### src/verilog/mivec_regs.svh
`ifndef MIVEC_REGS_SVH
`define MIVEC_REGS_SVH

// register byte offsets
`define MIVEC_OFF_VECTOR 4'h0
`define MIVEC_OFF_RX_RAW 4'h4
`define MIVEC_OFF_RX_MASKED 4'h8
`define MIVEC_OFF_RX_MASK_SET 4'hc
`define MIVEC_OFF_RX_MASK_CLR 5'h10
`define MIVEC_OFF_IRQ_STATUS 5'h14
`define MIVEC_OFF_IRQ_MASK 5'h18

// vector field positions
`define MIVEC_BIT_USER 31
`define MIVEC_BIT_LINK 30
`define MIVEC_BIT_HOST 17
`define MIVEC_BIT_STATS 16
`define MIVEC_POS_RX 8
`define MIVEC_POS_TX 0

// reset values
`define MIVEC_RST_WORD 32'h0000_0000
`define MIVEC_RST_CHAN 8'h00

// unmapped address read value
`define MIVEC_UNMAPPED_DATA 32'h0000_0000

`endif

### src/verilog/mivec_pkg.sv
package mivec_pkg;
   typedef logic [7:0] mivec_chan_t;

   typedef struct packed {
      logic user;
      logic link;
      logic host;
      logic stats;
      mivec_chan_t rx;
      mivec_chan_t tx;
   } mivec_src_s;

   typedef struct packed {
      logic read;
      logic write;
      logic [4:0] address;
      logic [31:0] writedata;
   } mivec_req_s;

   typedef enum logic [1:0] {
      MIVEC_IDLE = 2'b01,
      MIVEC_RESP = 2'b10
   } mivec_state_e;
endpackage

### src/verilog/mivec_top.sv
`timescale 1ns/10ps
`include "mivec_regs.svh"
// Behaviour
// RULE1: vector bit 31 shows the user management event pending.
// RULE2: vector bit 30 shows the link change pending.
// RULE3: reserved bits read zero; writes to them do nothing.
// RULE4: vector bit 17 shows host error pending.
// RULE5: vector bit 16 shows statistics event pending.
// RULE6: vector bits 15..8 carry receive channels 0..7, channel 0 at bit 8.
// RULE7: vector bits 7..0 carry transmit channels 0..7, channel 0 at bit 0.
// RULE8: one vector read reveals every current pending source; receive channels show there only while enabled.
// RULE9: raw receive status bit n shows channel n pending, mask ignored.
// RULE10: masked receive status bit n is pending gated by channel enable.
// RULE11: receive status bits are read-only and read zero after reset.
// RULE12: writing one to mask set enables a channel; zero leaves it.
// RULE13: writes to the three status registers change nothing.
// RULE14: vector receive bits equal masked receive status in same cycle.
module mivec_top (
   // clock and reset
   input wire logic clk,
   input wire logic arst_n,
   // avalon-mm slave
   input wire logic [4:0] avs_address,
   input wire logic avs_read,
   input wire logic avs_write,
   input wire logic [31:0] avs_writedata,
   output logic [31:0] avs_readdata,
   output logic avs_waitrequest,
   // interrupt sources, levels from other blocks
   input wire mivec_pkg::mivec_src_s src_pending,
   // interrupt output
   output logic irq
);
   import mivec_pkg::*;

   ////////////////////////////////////////////////////////////////////////
   logic rst_meta_q;
   logic rst_n_q;

   always_ff @(posedge clk or negedge arst_n) begin
      if (!arst_n) begin
         rst_meta_q <= 1'b0;
         rst_n_q <= 1'b0;
      end else begin
         rst_meta_q <= 1'b1;
         rst_n_q <= rst_meta_q;
      end
   end

   ////////////////////////////////////////////////////////////////////////
   // sources registered once; all status words read from these copies
   mivec_src_s src_q;
   mivec_chan_t rx_en_q;
   mivec_chan_t rx_masked;
   logic [31:0] vector;

   always_ff @(posedge clk or negedge rst_n_q) begin
      if (!rst_n_q) begin
         src_q <= '0;
      end else begin
         src_q <= src_pending;
      end
   end

   // RULE10: mask gating
   assign rx_masked = src_q.rx & rx_en_q;

   always_comb begin
      // RULE3: reserved vector bits zero
      vector = `MIVEC_RST_WORD;
      // RULE1: user event bit
      vector[`MIVEC_BIT_USER] = src_q.user;
      // RULE2: link change bit
      vector[`MIVEC_BIT_LINK] = src_q.link;
      // RULE4: host error bit
      vector[`MIVEC_BIT_HOST] = src_q.host;
      // RULE5: statistics bit
      vector[`MIVEC_BIT_STATS] = src_q.stats;
      // RULE6: receive channels, RULE14: masked copy
      vector[`MIVEC_POS_RX +: 8] = rx_masked;
      // RULE7: transmit channels
      vector[`MIVEC_POS_TX +: 8] = src_q.tx;
   end

   ////////////////////////////////////////////////////////////////////////
   // bus handshake: one wait cycle, answer on the next edge
   mivec_req_s req;
   mivec_state_e state_q;
   logic take;

   assign req = '{read: avs_read, write: avs_write, address: avs_address,
                  writedata: avs_writedata};
   assign take = (state_q == MIVEC_IDLE) && (req.read || req.write);

   always_ff @(posedge clk or negedge rst_n_q) begin
      if (!rst_n_q) begin
         state_q <= MIVEC_IDLE;
      end else begin
         unique case (state_q)
            MIVEC_IDLE: begin
               if (take) begin
                  state_q <= MIVEC_RESP;
               end
            end
            MIVEC_RESP: begin
               state_q <= MIVEC_IDLE;
            end
         endcase
      end
   end

   // waitrequest high unless the answer is ready this cycle
   always_ff @(posedge clk or negedge rst_n_q) begin
      if (!rst_n_q) begin
         avs_waitrequest <= 1'b1;
      end else begin
         avs_waitrequest <= !take;
      end
   end

   function automatic logic hit(input logic [4:0] a, input logic [4:0] off);
      hit = (a == off);
   endfunction

   logic wr_fire;
   logic rd_fire;
   assign wr_fire = take && req.write;
   assign rd_fire = take && req.read;

   ////////////////////////////////////////////////////////////////////////
   // receive channel enables
   always_ff @(posedge clk or negedge rst_n_q) begin
      if (!rst_n_q) begin
         rx_en_q <= `MIVEC_RST_CHAN;
      end else if (wr_fire && hit(req.address, 5'(`MIVEC_OFF_RX_MASK_SET))) begin
         // RULE12: write one sets enable
         rx_en_q <= rx_en_q | req.writedata[7:0];
      end else if (wr_fire && hit(req.address, 5'(`MIVEC_OFF_RX_MASK_CLR))) begin
         rx_en_q <= rx_en_q & ~req.writedata[7:0];
      end
   end

   ////////////////////////////////////////////////////////////////////////
   // sticky event bits: rising edge of any vector bit
   logic [31:0] vec_prev_q;
   logic [31:0] evt_q;
   logic [31:0] evt_mask_q;
   logic [31:0] rise;
   logic evt_rd;

   assign rise = vector & ~vec_prev_q;
   assign evt_rd = rd_fire && hit(req.address, `MIVEC_OFF_IRQ_STATUS);

   always_ff @(posedge clk or negedge rst_n_q) begin
      if (!rst_n_q) begin
         vec_prev_q <= `MIVEC_RST_WORD;
      end else begin
         vec_prev_q <= vector;
      end
   end

   // read clears, but a rise in the same cycle survives
   always_ff @(posedge clk or negedge rst_n_q) begin
      if (!rst_n_q) begin
         evt_q <= `MIVEC_RST_WORD;
      end else if (evt_rd) begin
         evt_q <= rise;
      end else begin
         evt_q <= evt_q | rise;
      end
   end

   always_ff @(posedge clk or negedge rst_n_q) begin
      if (!rst_n_q) begin
         evt_mask_q <= `MIVEC_RST_WORD;
      end else if (wr_fire && hit(req.address, `MIVEC_OFF_IRQ_MASK)) begin
         evt_mask_q <= req.writedata & 32'hc003_ffff;
      end
   end

   always_ff @(posedge clk or negedge rst_n_q) begin
      if (!rst_n_q) begin
         irq <= 1'b0;
      end else begin
         irq <= |(evt_q & evt_mask_q);
      end
   end

   ////////////////////////////////////////////////////////////////////////
   // read mux; status writes fall through with no effect
   logic [31:0] rdata;

   always_comb begin
      rdata = `MIVEC_UNMAPPED_DATA;
      unique case (req.address)
         // RULE8: whole vector in one word
         5'(`MIVEC_OFF_VECTOR): rdata = vector;
         // RULE9: raw receive, RULE11: read-only
         5'(`MIVEC_OFF_RX_RAW): rdata = {24'h00_0000, src_q.rx};
         // RULE10: masked receive
         5'(`MIVEC_OFF_RX_MASKED): rdata = {24'h00_0000, rx_masked};
         5'(`MIVEC_OFF_RX_MASK_SET): rdata = {24'h00_0000, rx_en_q};
         5'(`MIVEC_OFF_RX_MASK_CLR): rdata = {24'h00_0000, rx_en_q};
         `MIVEC_OFF_IRQ_STATUS: rdata = evt_q;
         `MIVEC_OFF_IRQ_MASK: rdata = evt_mask_q;
         default: rdata = `MIVEC_UNMAPPED_DATA;
      endcase
   end

   // RULE13: status offsets have no write path at all
   always_ff @(posedge clk or negedge rst_n_q) begin
      if (!rst_n_q) begin
         avs_readdata <= `MIVEC_RST_WORD;
      end else if (rd_fire) begin
         avs_readdata <= rdata;
      end
   end
endmodule

### config.mk
export PLATFORM = sky130hd
export DESIGN_NAME = mivec_top
export DESIGN_NICKNAME = d
export VERILOG_FILES = /design/src/verilog/mivec_pkg.sv /design/src/verilog/mivec_top.sv
export VERILOG_INCLUDE_DIRS = /design/src /design/src/verilog
export SDC_FILE = /design/constraint.sdc
export NUM_CORES = 1
export LEC_CHECK = 0
export BUFFER_PORTS_ARGS = -buffer_cell sky130_fd_sc_hd__buf_2
export CAP_MARGIN = 5
export CORE_ASPECT_RATIO = 1.2
export CORE_MARGIN = 2
export CORE_UTILIZATION = 59
export DETAILED_ROUTE_END_ITERATION = 7
export HOLD_SLACK_MARGIN = 0.06
export PLACE_DENSITY = 0.85
export SKIP_LAST_GASP = 1
export SYNTH_ARGS = -nofsm -noshare
export SYNTH_HDL_FRONTEND = slang
export SYNTH_SLANG_ARGS = --single-unit
### constraint.sdc
create_clock -name clk -period 6.6 [get_ports clk]
set_input_delay 0 -clock clk [delete_from_list [all_inputs] [get_ports clk]]
set_output_delay 0 -clock clk [all_outputs]
set_load 0.02 [all_outputs]
== Yosys cells after proc, flatten, opt, wreduce, memory -nomap -nowiden ==
Cells that the tools add are included.
Widths: inputs -> output; s select.

* Input port bits: 61
* Word-level logic and storage cells: 52
* Output and inout bits: 34
* Flip-flop bits (word level): 138

* Equality and inequality tests: 9
* Mux-type cells: 6
* Reductions and logical operators: 13
* Bitwise operators: 8

{| class="wikitable"
|+ Operators with widths
! kind !! number
|-
| $pmux 32 s6 || 1
|-
| $and 32x32->32 || 2
|-
| $mux 32 || 1
|-
| $not 32->32 || 1
|-
| $or 32x32->32 || 1
|-
| $reduce_or 32->1 || 1
|-
| $and 8x8->8 || 2
|-
| $mux 8 || 2
|-
| $eq 5x5->1 const B || 3
|-
| $eq 5x4->1 const B || 2
|-
| $not 8->8 || 1
|-
| $or 8x8->8 || 1
|-
| $logic_and 1x1->1 || 7
|-
| $eq 5x3->1 const B || 1
|-
| $logic_not 5->1 || 1
|-
| $pmux 2 s2 || 1
|-
| $eq 2x1->1 const B || 1
|-
| $eq 2x2->1 const B || 1
|-
| $mux 2 || 1
|-
| $ne 2x2->1 const B || 1
|-
| $reduce_bool 2->1 || 1
|-
| $reduce_or 2->1 || 1
|-
| $logic_not 1->1 || 1
|-
| $logic_or 1x1->1 || 1
|}

== Longest topological paths before layout ==
Gate-level depths: netlist of the first run.

* Word-level depth: 6
* Depth in mapped cells: 7
* Mapped depth without buffers: 4

== Worst setup path after synthesis of the first run ==
Ideal clock, no wire load.

* Kind: reg-to-reg
* Start: register state_q[0]
* End: register evt_mask_q[0]
* Period minus slack after synthesis: 1.486 ns
* Stages on the path, launching flop included: 5
* Buffers on the path: 1
* Library setup time: 0.128 ns
* Required time: 6.472 ns
* Arrival time: 1.358 ns
* Path slack: 5.114 ns
* Path through: dfstp_2 nor2b_1 nand3_1 buf_4 mux2_1

* Longest elaborated chain between the ends: 4

{| class="wikitable"
|+ Ends and longest elaborated chain
! what !! line !! text
|-
| from (decl) || mivec_top.sv:88 || <nowiki>mivec_state_e state_q;</nowiki>
|-
| from (signal assigned) || mivec_top.sv:97 || <nowiki>state_q <= MIVEC_IDLE;</nowiki>
|-
| from (signal assigned) || mivec_top.sv:102 || <nowiki>state_q <= MIVEC_RESP;</nowiki>
|-
| from (signal assigned) || mivec_top.sv:106 || <nowiki>state_q <= MIVEC_IDLE;</nowiki>
|-
| $eq 2x1->1 || mivec_top.sv:93 || <nowiki>assign take = (state_q == MIVEC_IDLE) && (req.read || req.write);</nowiki>
|-
| $logic_and 1x1->1 || mivec_top.sv:93 ||
|-
| $logic_and 1x1->1 || mivec_top.sv:127 || <nowiki>assign wr_fire = take && req.write;</nowiki>
|-
| $logic_and 1x1->1 || mivec_top.sv:176 || <nowiki>end else if (wr_fire && hit(req.address, `MIVEC_OFF_IRQ_MASK)) begin</nowiki>
|-
| to (signal assigned) || mivec_top.sv:175 || <nowiki>evt_mask_q <= `MIVEC_RST_WORD;</nowiki>
|-
| to (signal assigned) || mivec_top.sv:177 || <nowiki>evt_mask_q <= req.writedata & 32'hc003_ffff;</nowiki>
|-
| to (decl) || mivec_top.sv:147 || <nowiki>logic [31:0] evt_mask_q;</nowiki>
|}

Every way passes these cells.
A chain may end at the register's enable or synchronous reset.

== Final worst setup path of the first run ==
* Start: input avs_address[4]
* End: register evt_mask_q[17]

* Longest elaborated chain between the ends: 2

{| class="wikitable"
|+ Ends and longest elaborated chain
! what !! line !! text
|-
| from (decl) || mivec_top.sv:23 || <nowiki>input wire logic [4:0] avs_address,</nowiki>
|-
| $eq 5x5->1 || mivec_top.sv:122 || <nowiki>hit = (a == off);</nowiki>
|-
| $logic_and 1x1->1 || mivec_top.sv:176 ||
|}

Every way passes these cells.

==> results of run 1 <==
how the worst max path moves through the flow:
stage,from,endpoint,slack [ps],depth (start not counted)
6_report,avs_address[4],evt_mask_q[17],3580,6
5_1_grt,avs_address[4],evt_mask_q[17],3450,6
2_1_floorplan,rst_n_q,avs_readdata[0],3160,0
3_5_place_dp,avs_address[1],evt_mask_q[4],3590,5
3_3_place_gp,avs_address[1],evt_mask_q[15],3590,5
4_1_cts,avs_address[4],evt_mask_q[4],3720,6
cells by family after synthesis:
kind of cell | Yosys count | share of synthesized area
compound gates | 106 | 0.177
buf+inv | 55 | 0.0616
flops | 115 | 0.601
mux | 28 | 0.0647
other cells | 1 | 0.000782
simple gates | 84 | 0.0948
metal layers:
layer / share of wire / global-route usage
met5: 0 / 0
met4: 0.039 / 0.172
met3: 0.083 / 0.0721
met2: 0.51 / 0.519
met1: 0.37 / 0.382
synth_stat cells, drive strengths merged, types with 2 or more instances:
cell    instances
a211oi          2
a21oi           5
a221oi          8
a22o           37
a22oi          18
a32o            4
and2           12
and3            2
buf            27
clkbuf          5
dfrtp         113
dfstp           2
inv            23
mux2           24
mux2i           4
nand2          35
nand3           4
nand3b          3
nor2            9
nor2b           3
nor3            5
nor4            3
o211ai          5
o21ai          14
o221ai          8
or2             2
repair_timing:
item | 4_1_cts | 5_1_grt
gates resized for setup | 0 | 0
hold buffers | 46 | 0
hold endpoints to repair | 56 | 0
setup buffers | 0 | 0
final cells by class:
type / instances / share of cell area
Sequential cell: 115 / 0.465
Multi-Input combinational cell: 219 / 0.261
Timing Repair Buffer: 130 / 0.143
Clock buffer: 23 / 0.0784
Clock inverter: 9 / 0.0202
Tap cell: 95 / 0.0192
Inverter: 23 / 0.0139
sequential cells by signal, indices dropped and copies added (netlist names):
signal / cells
evt_mask_q: 20
state_q: 2
irq: 1
rx_en_q: 8
vec_prev_q: 20
avs_waitrequest: 1
evt_q: 20
src_q: 20
avs_readdata: 21
rst_meta_q: 1
rst_n_q: 1
worst max-delay path, stage by stage:
cell	delay (ps)
sky130_fd_sc_hd__dlygate4sd3_1	530
sky130_fd_sc_hd__buf_2	360
sky130_fd_sc_hd__nand2_1	180
sky130_fd_sc_hd__nor3_4	560
sky130_fd_sc_hd__nand3_1	1040
sky130_fd_sc_hd__mux2_1	730
stage by stage:
stage	total power, µW	area [µm²]	worst slack (ps)	hold slack, ps
after floorplan	1060	4790	3160	-296
after global placement	1140	5130	3590	-215
after detailed placement	1160	5130	3590	-211
after CTS	2110	6200	3720	110
after global routing	2190	6200	3450	121
final	2120	6200	3580	120
power groups by stage:
stage	registers [µW]	logic, µW	clock network [µW]
CTS	889	292	928
global placement	889	250	0
global route	905	322	963
finish	894	299	931
floorplan	899	159	0
detailed placement	896	263	0
==> summary.md, run 1 <==
| Metric | Value |
|---|---|
| Area Overhead vs Synth | `29.4%` |
| Final hold violation count | `0` |
| Status | `complete, no violations` |
| Core Box Area | `0.00802 mm²` |
| Sequential fraction of the synthesis area | `0.601` |
| H-tree Lvls | `4` |
| Worst Reg2Reg Path Length in Cells | `3` |
| Endpoint of the worst-slack reg-to-reg timing path | `evt_mask_q[17]` |
| # clock sinks | `115` |
| Peak VDD IR | `278 µV` |
| Sw Share | `0.263` |
| Final core occ | `0.774` |
| Final GP Congestion | `0.884` |
| Static leakage power | `0.00296 µW` |
| Synthesized instance count | `389` |
| Die height | `103 µm` |
| Endpoint class of the critical path | `flip-flop` |
| Port Buffer Count | `82` |
| Commonest non-fill, non-tap cell in the layout | `sky130_fd_sc_hd__dfrtp_1` |
| Final ANT Viol Nets | `0` |
| Largest clock skew in the final design | `8.65 ps` |
| Share of the synthesized area in the top cell type | `0.590` |
| Overall die area | `0.00886 mm²` |
| Seq cells post-synth | `115` |
| Startpoint of the worst-slack reg-to-reg timing path | `state_q[0]` |
| Classification of the worst setup path | `in -> reg` |
| Total Nets Final | `567` |
| WP data arrival | `3400 ps` |
| Area of the multi-input gates | `0.00162 mm²` |
| Gr ovfl total | `0` |
| Clock tree from TritonCTS | `done` |
| Sequential power share | `0.421` |
| CTS buffer count | `17` |
| DR vias/cell | `6.27` |
| DRC errors left | `0` |
| Post-Synthesis Net Count | `450` |
| Slew Viols, Final | `0` |
| Final Routed Wirelength | `13,000 µm` |
| Clock insertion delay at the later pin of the skew report | `510 ps` |
| Number of global-route vias before repair | `3,912` |
| Type of the most critical hold path | `in -> reg` |
| Minimum clock period | `3020 ps` |
| Fraction of layout cells with a size suffix above 1 | `0.252` |
| Clock tree buffer depth | `2` |
| RSZ-0062 raised after global routing | `false` |
| Count of synthesis-stage warnings from yosys | `0` |
| Worst relative slew slack | `0.159` |
| Hold Path End | `src_q[3]` |
| Antenna diode instance count | `0` |
| Internal cell power | `1570 µW` |
| Number of synthesized flops with an enable pin | `0` |
| Max Clock Freq | `331 MHz` |
| Share of synthesized registers carrying an async set or reset | `1.00` |
| CTS Root Buffer Type | `sky130_fd_sc_hd__clkbuf_8` |
| Share of the clock period used by the worst path after layout | `0.458` |
| Combinational power share | `0.141` |
| Kind of launch point of the worst setup path | `input port` |
| Wire length of the first global-routing pass | `20,500 µm` |
| Placed instance count | `536` |
| Most frequent cells in the layout | `112 x sky130_fd_sc_hd__dfrtp_1, 82 x sky130_fd_sc_hd__buf_2, 46 x sky130_fd_sc_hd__dlygate4sd3_1` |
| Number of placed I/O pins | `95` |
| Clock power frac | `0.438` |
| Die width | `86.3 µm` |
| Iteration-0 DRC count of the detailed router | `463` |
| Synthesized area per cell | `12.3 µm²` |
| Pin count of the biggest net entering global routing | `88` |
| Crit path required time | `6980 ps` |
| Worst reg2reg setup slack | `3950 ps` |
| Filler cell count in the final layout | `471` |
| Most frequently used flop master after synthesis | `sky130_fd_sc_hd__dfrtp_1` |
| Site Rows | `36` |
| Hold Crit Start | `src_pending[3]` |
| Total power density per cell area | `342 mW/mm²` |
| Count of endpoints failing setup in the final report | `0` |
| Number of antenna violations at the first check in global routing | `0` |
| Cell accounting for the most synthesized area | `sky130_fd_sc_hd__dfrtp_1` |
| Worst Max-Slew Pin Slew | `1260 ps` |
| Overall via count from detail_route | `3,847` |
| Detailed-router iteration count before antenna repair | `6` |
| Clock slew at the register clock pins of the worst setup and hold paths | `60 ps` |
| Total area of sequential cells | `0.00288 mm²` |
| Hold Path Depth | `2` |
| Worst-path maximum fanout | `20` |
| Routed WL per cell | `21.2 µm` |
| Total standard cell area after synthesis | `0.00479 mm²` |
| Total GRT Usage | `0.313` |
| Max cap viols | `0` |
| Net switching power | `559 µW` |
| Detailed placer's ending HPWL | `7490 µm` |
| Starting utilization of the core area | `0.598` |
| Most area-consuming cells after synthesis | `sky130_fd_sc_hd__dfrtp_1 59%, sky130_fd_sc_hd__a22o_1 6.8%, sky130_fd_sc_hd__mux2_1 4.7%` |
| Sum of negative setup slack | `0 ps` |
| Number of different library cells in the post-synthesis netlist | `50` |
| Post-Layout Cell Count | `614` |
(Power assumes the default switching activity.)
==> run 2, diff against run 1 <==
--- a/config.mk
+++ b/config.mk
@@ -10,10 +10,10 @@
 export CAP_MARGIN = 5
 export CORE_ASPECT_RATIO = 1.2
 export CORE_MARGIN = 2
-export CORE_UTILIZATION = 59
+export CORE_UTILIZATION = 55
 export DETAILED_ROUTE_END_ITERATION = 7
 export HOLD_SLACK_MARGIN = 0.06
-export PLACE_DENSITY = 0.85
+export PLACE_DENSITY = 0.8
 export SKIP_LAST_GASP = 1
 export SYNTH_ARGS = -nofsm -noshare
 export SYNTH_HDL_FRONTEND = slang
==> constraint.sdc (replaced) <==
create_clock -name clk -period 3.1 [get_ports clk]
set_input_delay 0 -clock clk [delete_from_list [all_inputs] [get_ports clk]]
set_output_delay 0 -clock clk [all_outputs]
set_load 0.02 [all_outputs]
==> run 2 against run 1 <==
Total power grew 110%; register-to-register slack got worse by 2900 ps; cell count up 4.2%; sequential share of layout area shrank 0.56 points; clock skew shrank 1.2 ps; critical path type unchanged; largest cell class unchanged; largest power group unchanged.
==> summary.md, run 2 (same netlist as run 1, synthesis figures left out) <==
| Metric | Value |
|---|---|
| DR vias/cell | `6.04 (-3.6%)` |
| Port Buffer Count | `82 (unchanged)` |
| Kind of launch point of the worst setup path | `input port` |
| CTS Root Buffer Type | `sky130_fd_sc_hd__clkbuf_8` |
| Overall via count from detail_route | `3,864 (+0.44%)` |
| Endpoint of the worst-slack reg-to-reg timing path | `avs_readdata[6]` |
| Clock tree buffer depth | `2 (unchanged)` |
| Worst reg2reg setup slack | `1040 ps (-2910 ps)` |
| Clock insertion delay at the later pin of the skew report | `520 ps (about the same)` |
| Post-CTS setup repair buffer count | `0 (unchanged)` |
| Detailed placer's ending HPWL | `7610 µm (+1.6%)` |
| Area Overhead vs Synth | `31.0%` |
| Minimum clock period | `2160 ps` |
| Type of the most critical hold path | `in -> reg` |
| Clock slew at the register clock pins of the worst setup and hold paths | `60 ps (about the same)` |
| Sum of negative setup slack | `0 ps (unchanged)` |
| Classification of the worst setup path | `in -> reg` |
| Family with the most delay on the worst path | `buffers and inverters` |
| Routed WL per cell | `19.5 µm (-8.2%)` |
| Final hold violation count | `0 (unchanged)` |
| Final Routed Wirelength | `12,500 µm (-4.3%)` |
| CTS buffer count | `17 (unchanged)` |
| Worst Reg2Reg Path Length in Cells | `4 (+1)` |
| Final ANT Viol Nets | `0 (unchanged)` |
| H-tree Lvls | `4 (unchanged)` |
| Clock tree from TritonCTS | `done` |
| Final core occ | `0.737 (-0.0367)` |
| Largest Register | `avs_readdata` |
| Largest clock skew in the final design | `7.46 ps (-1.19 ps)` |
| Place WS | `844 ps (-2740 ps)` |
| Hold Path End | `avs_readdata[2]` |
| Hold Crit Start | `avs_address[3]` |
| # clock sinks | `115 (unchanged)` |
| Worst-path maximum fanout | `20 (unchanged)` |
| DRC errors left | `0 (unchanged)` |
| Hold Path Depth | `5 (+3)` |
| Number of placed I/O pins | `95 (unchanged)` |
| Worst setup slack after layout | `940 ps (-2640 ps)` |
| Area of the multi-input gates | `0.00162 mm² (unchanged)` |
| Total number of cells along the worst setup path | `6 (unchanged)` |
| Filler cell count in the final layout | `567 (+20%)` |
| Slew Viols, Final | `0 (unchanged)` |
| Worst Max-Slew Pin Slew | `819 ps (-439 ps)` |
| Total GRT Usage | `0.277 (-0.0358)` |
| Detailed-router iteration count before antenna repair | `5 (-1)` |
| Max FFs per register | `21 (unchanged)` |
| Peak VDD IR | `434 µV (+56%)` |
| Resized Gates After CTS | `0 (unchanged)` |
| Fraction of layout cells with a size suffix above 1 | `0.256 (+0.00381)` |
| Status | `complete, no violations` |
| Ordered list of cells on the worst path | `dlygate4sd3_1 -> buf_2 -> inv_1 -> nor3b_4 -> nand3_2 -> a22o_1` |
| Number of global-route vias before repair | `3,757 (-4.0%)` |
| Starting utilization of the core area | `0.563 (-0.0351)` |
| Antenna diode instance count | `0 (unchanged)` |
| Most frequent cells in the layout | `112 x sky130_fd_sc_hd__dfrtp_1, 82 x sky130_fd_sc_hd__buf_2, 46 x sky130_fd_sc_hd__dlygate4sd3_1` |
| Crit path required time | `3500 ps (-3480 ps)` |
| WP data arrival | `2560 ps (-840 ps)` |
| Iteration-0 DRC count of the detailed router | `380 (-18%)` |
| Site Rows | `37 (+2.8%)` |
| Finished layout cell area | `0.00628 mm² (+1.2%)` |
| Total Nets Final | `571 (+0.71%)` |
| Share of the clock period used by the worst path after layout | `0.697` |
| Max Clock Freq | `463 MHz` |
| Delay contributed by the slowest stage of the critical path | `540 ps (-500 ps)` |
| Post-detailed-placement cell area | `0.00520 mm² (+1.4%)` |
| Static leakage power | `0.00299 µW (+1.1%)` |
| Worst relative slew slack | `0.454 (+0.295)` |
| Endpoint class of the critical path | `flip-flop` |
| Die height | `106 µm (+3.4%)` |
| RSZ-0062 raised after global routing | `false` |
| Master of the slowest instance on the critical path | `sky130_fd_sc_hd__nand3_2` |
| Total area of sequential cells | `0.00288 mm² (unchanged)` |
| Sum of buffers and inverters on the critical path | `3 (+1)` |
| Number of antenna violations at the first check in global routing | `0 (unchanged)` |
| Startpoint of the worst-slack reg-to-reg timing path | `state_q[0]` |
| Core Box Area | `0.00852 mm² (+6.2%)` |
| Total power density per cell area | `725 mW/mm² (+110%)` |
| Commonest non-fill, non-tap cell in the layout | `sky130_fd_sc_hd__dfrtp_1` |
| Wire length of the first global-routing pass | `19,400 µm (-5.3%)` |
| Die width | `89.2 µm (+3.4%)` |
| Max cap viols | `0 (unchanged)` |
| Count of endpoints failing setup in the final report | `0 (unchanged)` |
| Final GP Congestion | `0.917 (+3.8%)` |
| Pin count of the biggest net entering global routing | `61 (-31%)` |
| Overall die area | `0.00948 mm² (+7.0%)` |
| Gr ovfl total | `0 (unchanged)` |
==> run 2: how the worst max path moves through the flow <==
| stage | to | from | slack [ps] |
|---|---|---|---|
| after global routing | evt_mask_q[17] | avs_address[4] | 910 |
| after detailed placement | evt_q[16] | avs_address[3] | 840 |
| final | evt_q[17] | avs_address[4] | 940 |
| after floorplan | avs_readdata[0] | rst_n_q | 1180 |
| after CTS | evt_q[17] | avs_address[4] | 1070 |
| after global placement | evt_q[30] | avs_address[3] | 940 |
==> run 2: metal layers <==
layer / up-vias / part of all wire / GRT usage
li1: 1648 / - / -
met1: 1907 / 0.39 / 0.356
met2: 265 / 0.50 / 0.436
met3: 44 / 0.086 / 0.0722
met4: 0 / 0.031 / 0.129
met5: - / 0 / 0
==> run 2: where the power goes <==
| part | internal, µW | switching, µW | total (µW) |
|---|---|---|---|
| combinational | 297 | 326 | 624 |
| clock | 1360 | 660 | 2020 |
| sequential | 1710 | 190 | 1900 |
==> run 2: cell type report <==
cell class / count / area share
Tap cell: 117 / 0.0233
Inverter: 23 / 0.0137
Clock inverter: 10 / 0.0245
Timing Repair Buffer: 134 / 0.148
Sequential cell: 115 / 0.459
Multi-Input combinational cell: 219 / 0.258
Clock buffer: 22 / 0.0737
==> run 2: timing repair <==
item / CTS / global route
hold endpoints to repair: 56 / 0
hold buffers: 46 / 0
setup endpoints to repair: 0 / 0
==> run 2: per-stage QoR <==
step	hold WS (ps)	total power, µW	instances
after floorplan	-296	2250	389
after global placement	-215	2440	562
after detailed placement	-210	2470	562
after CTS	90.9	4530	640
after global routing	112	4700	640
final	114	4550	640
==> run 2: worst min-delay path: cells and delay by family <==
kind,cells,cell delay (ps)
and+or+nand+nor,1,50
buffers and inverters,1,230
AOI/OAI and AO/OA,3,320
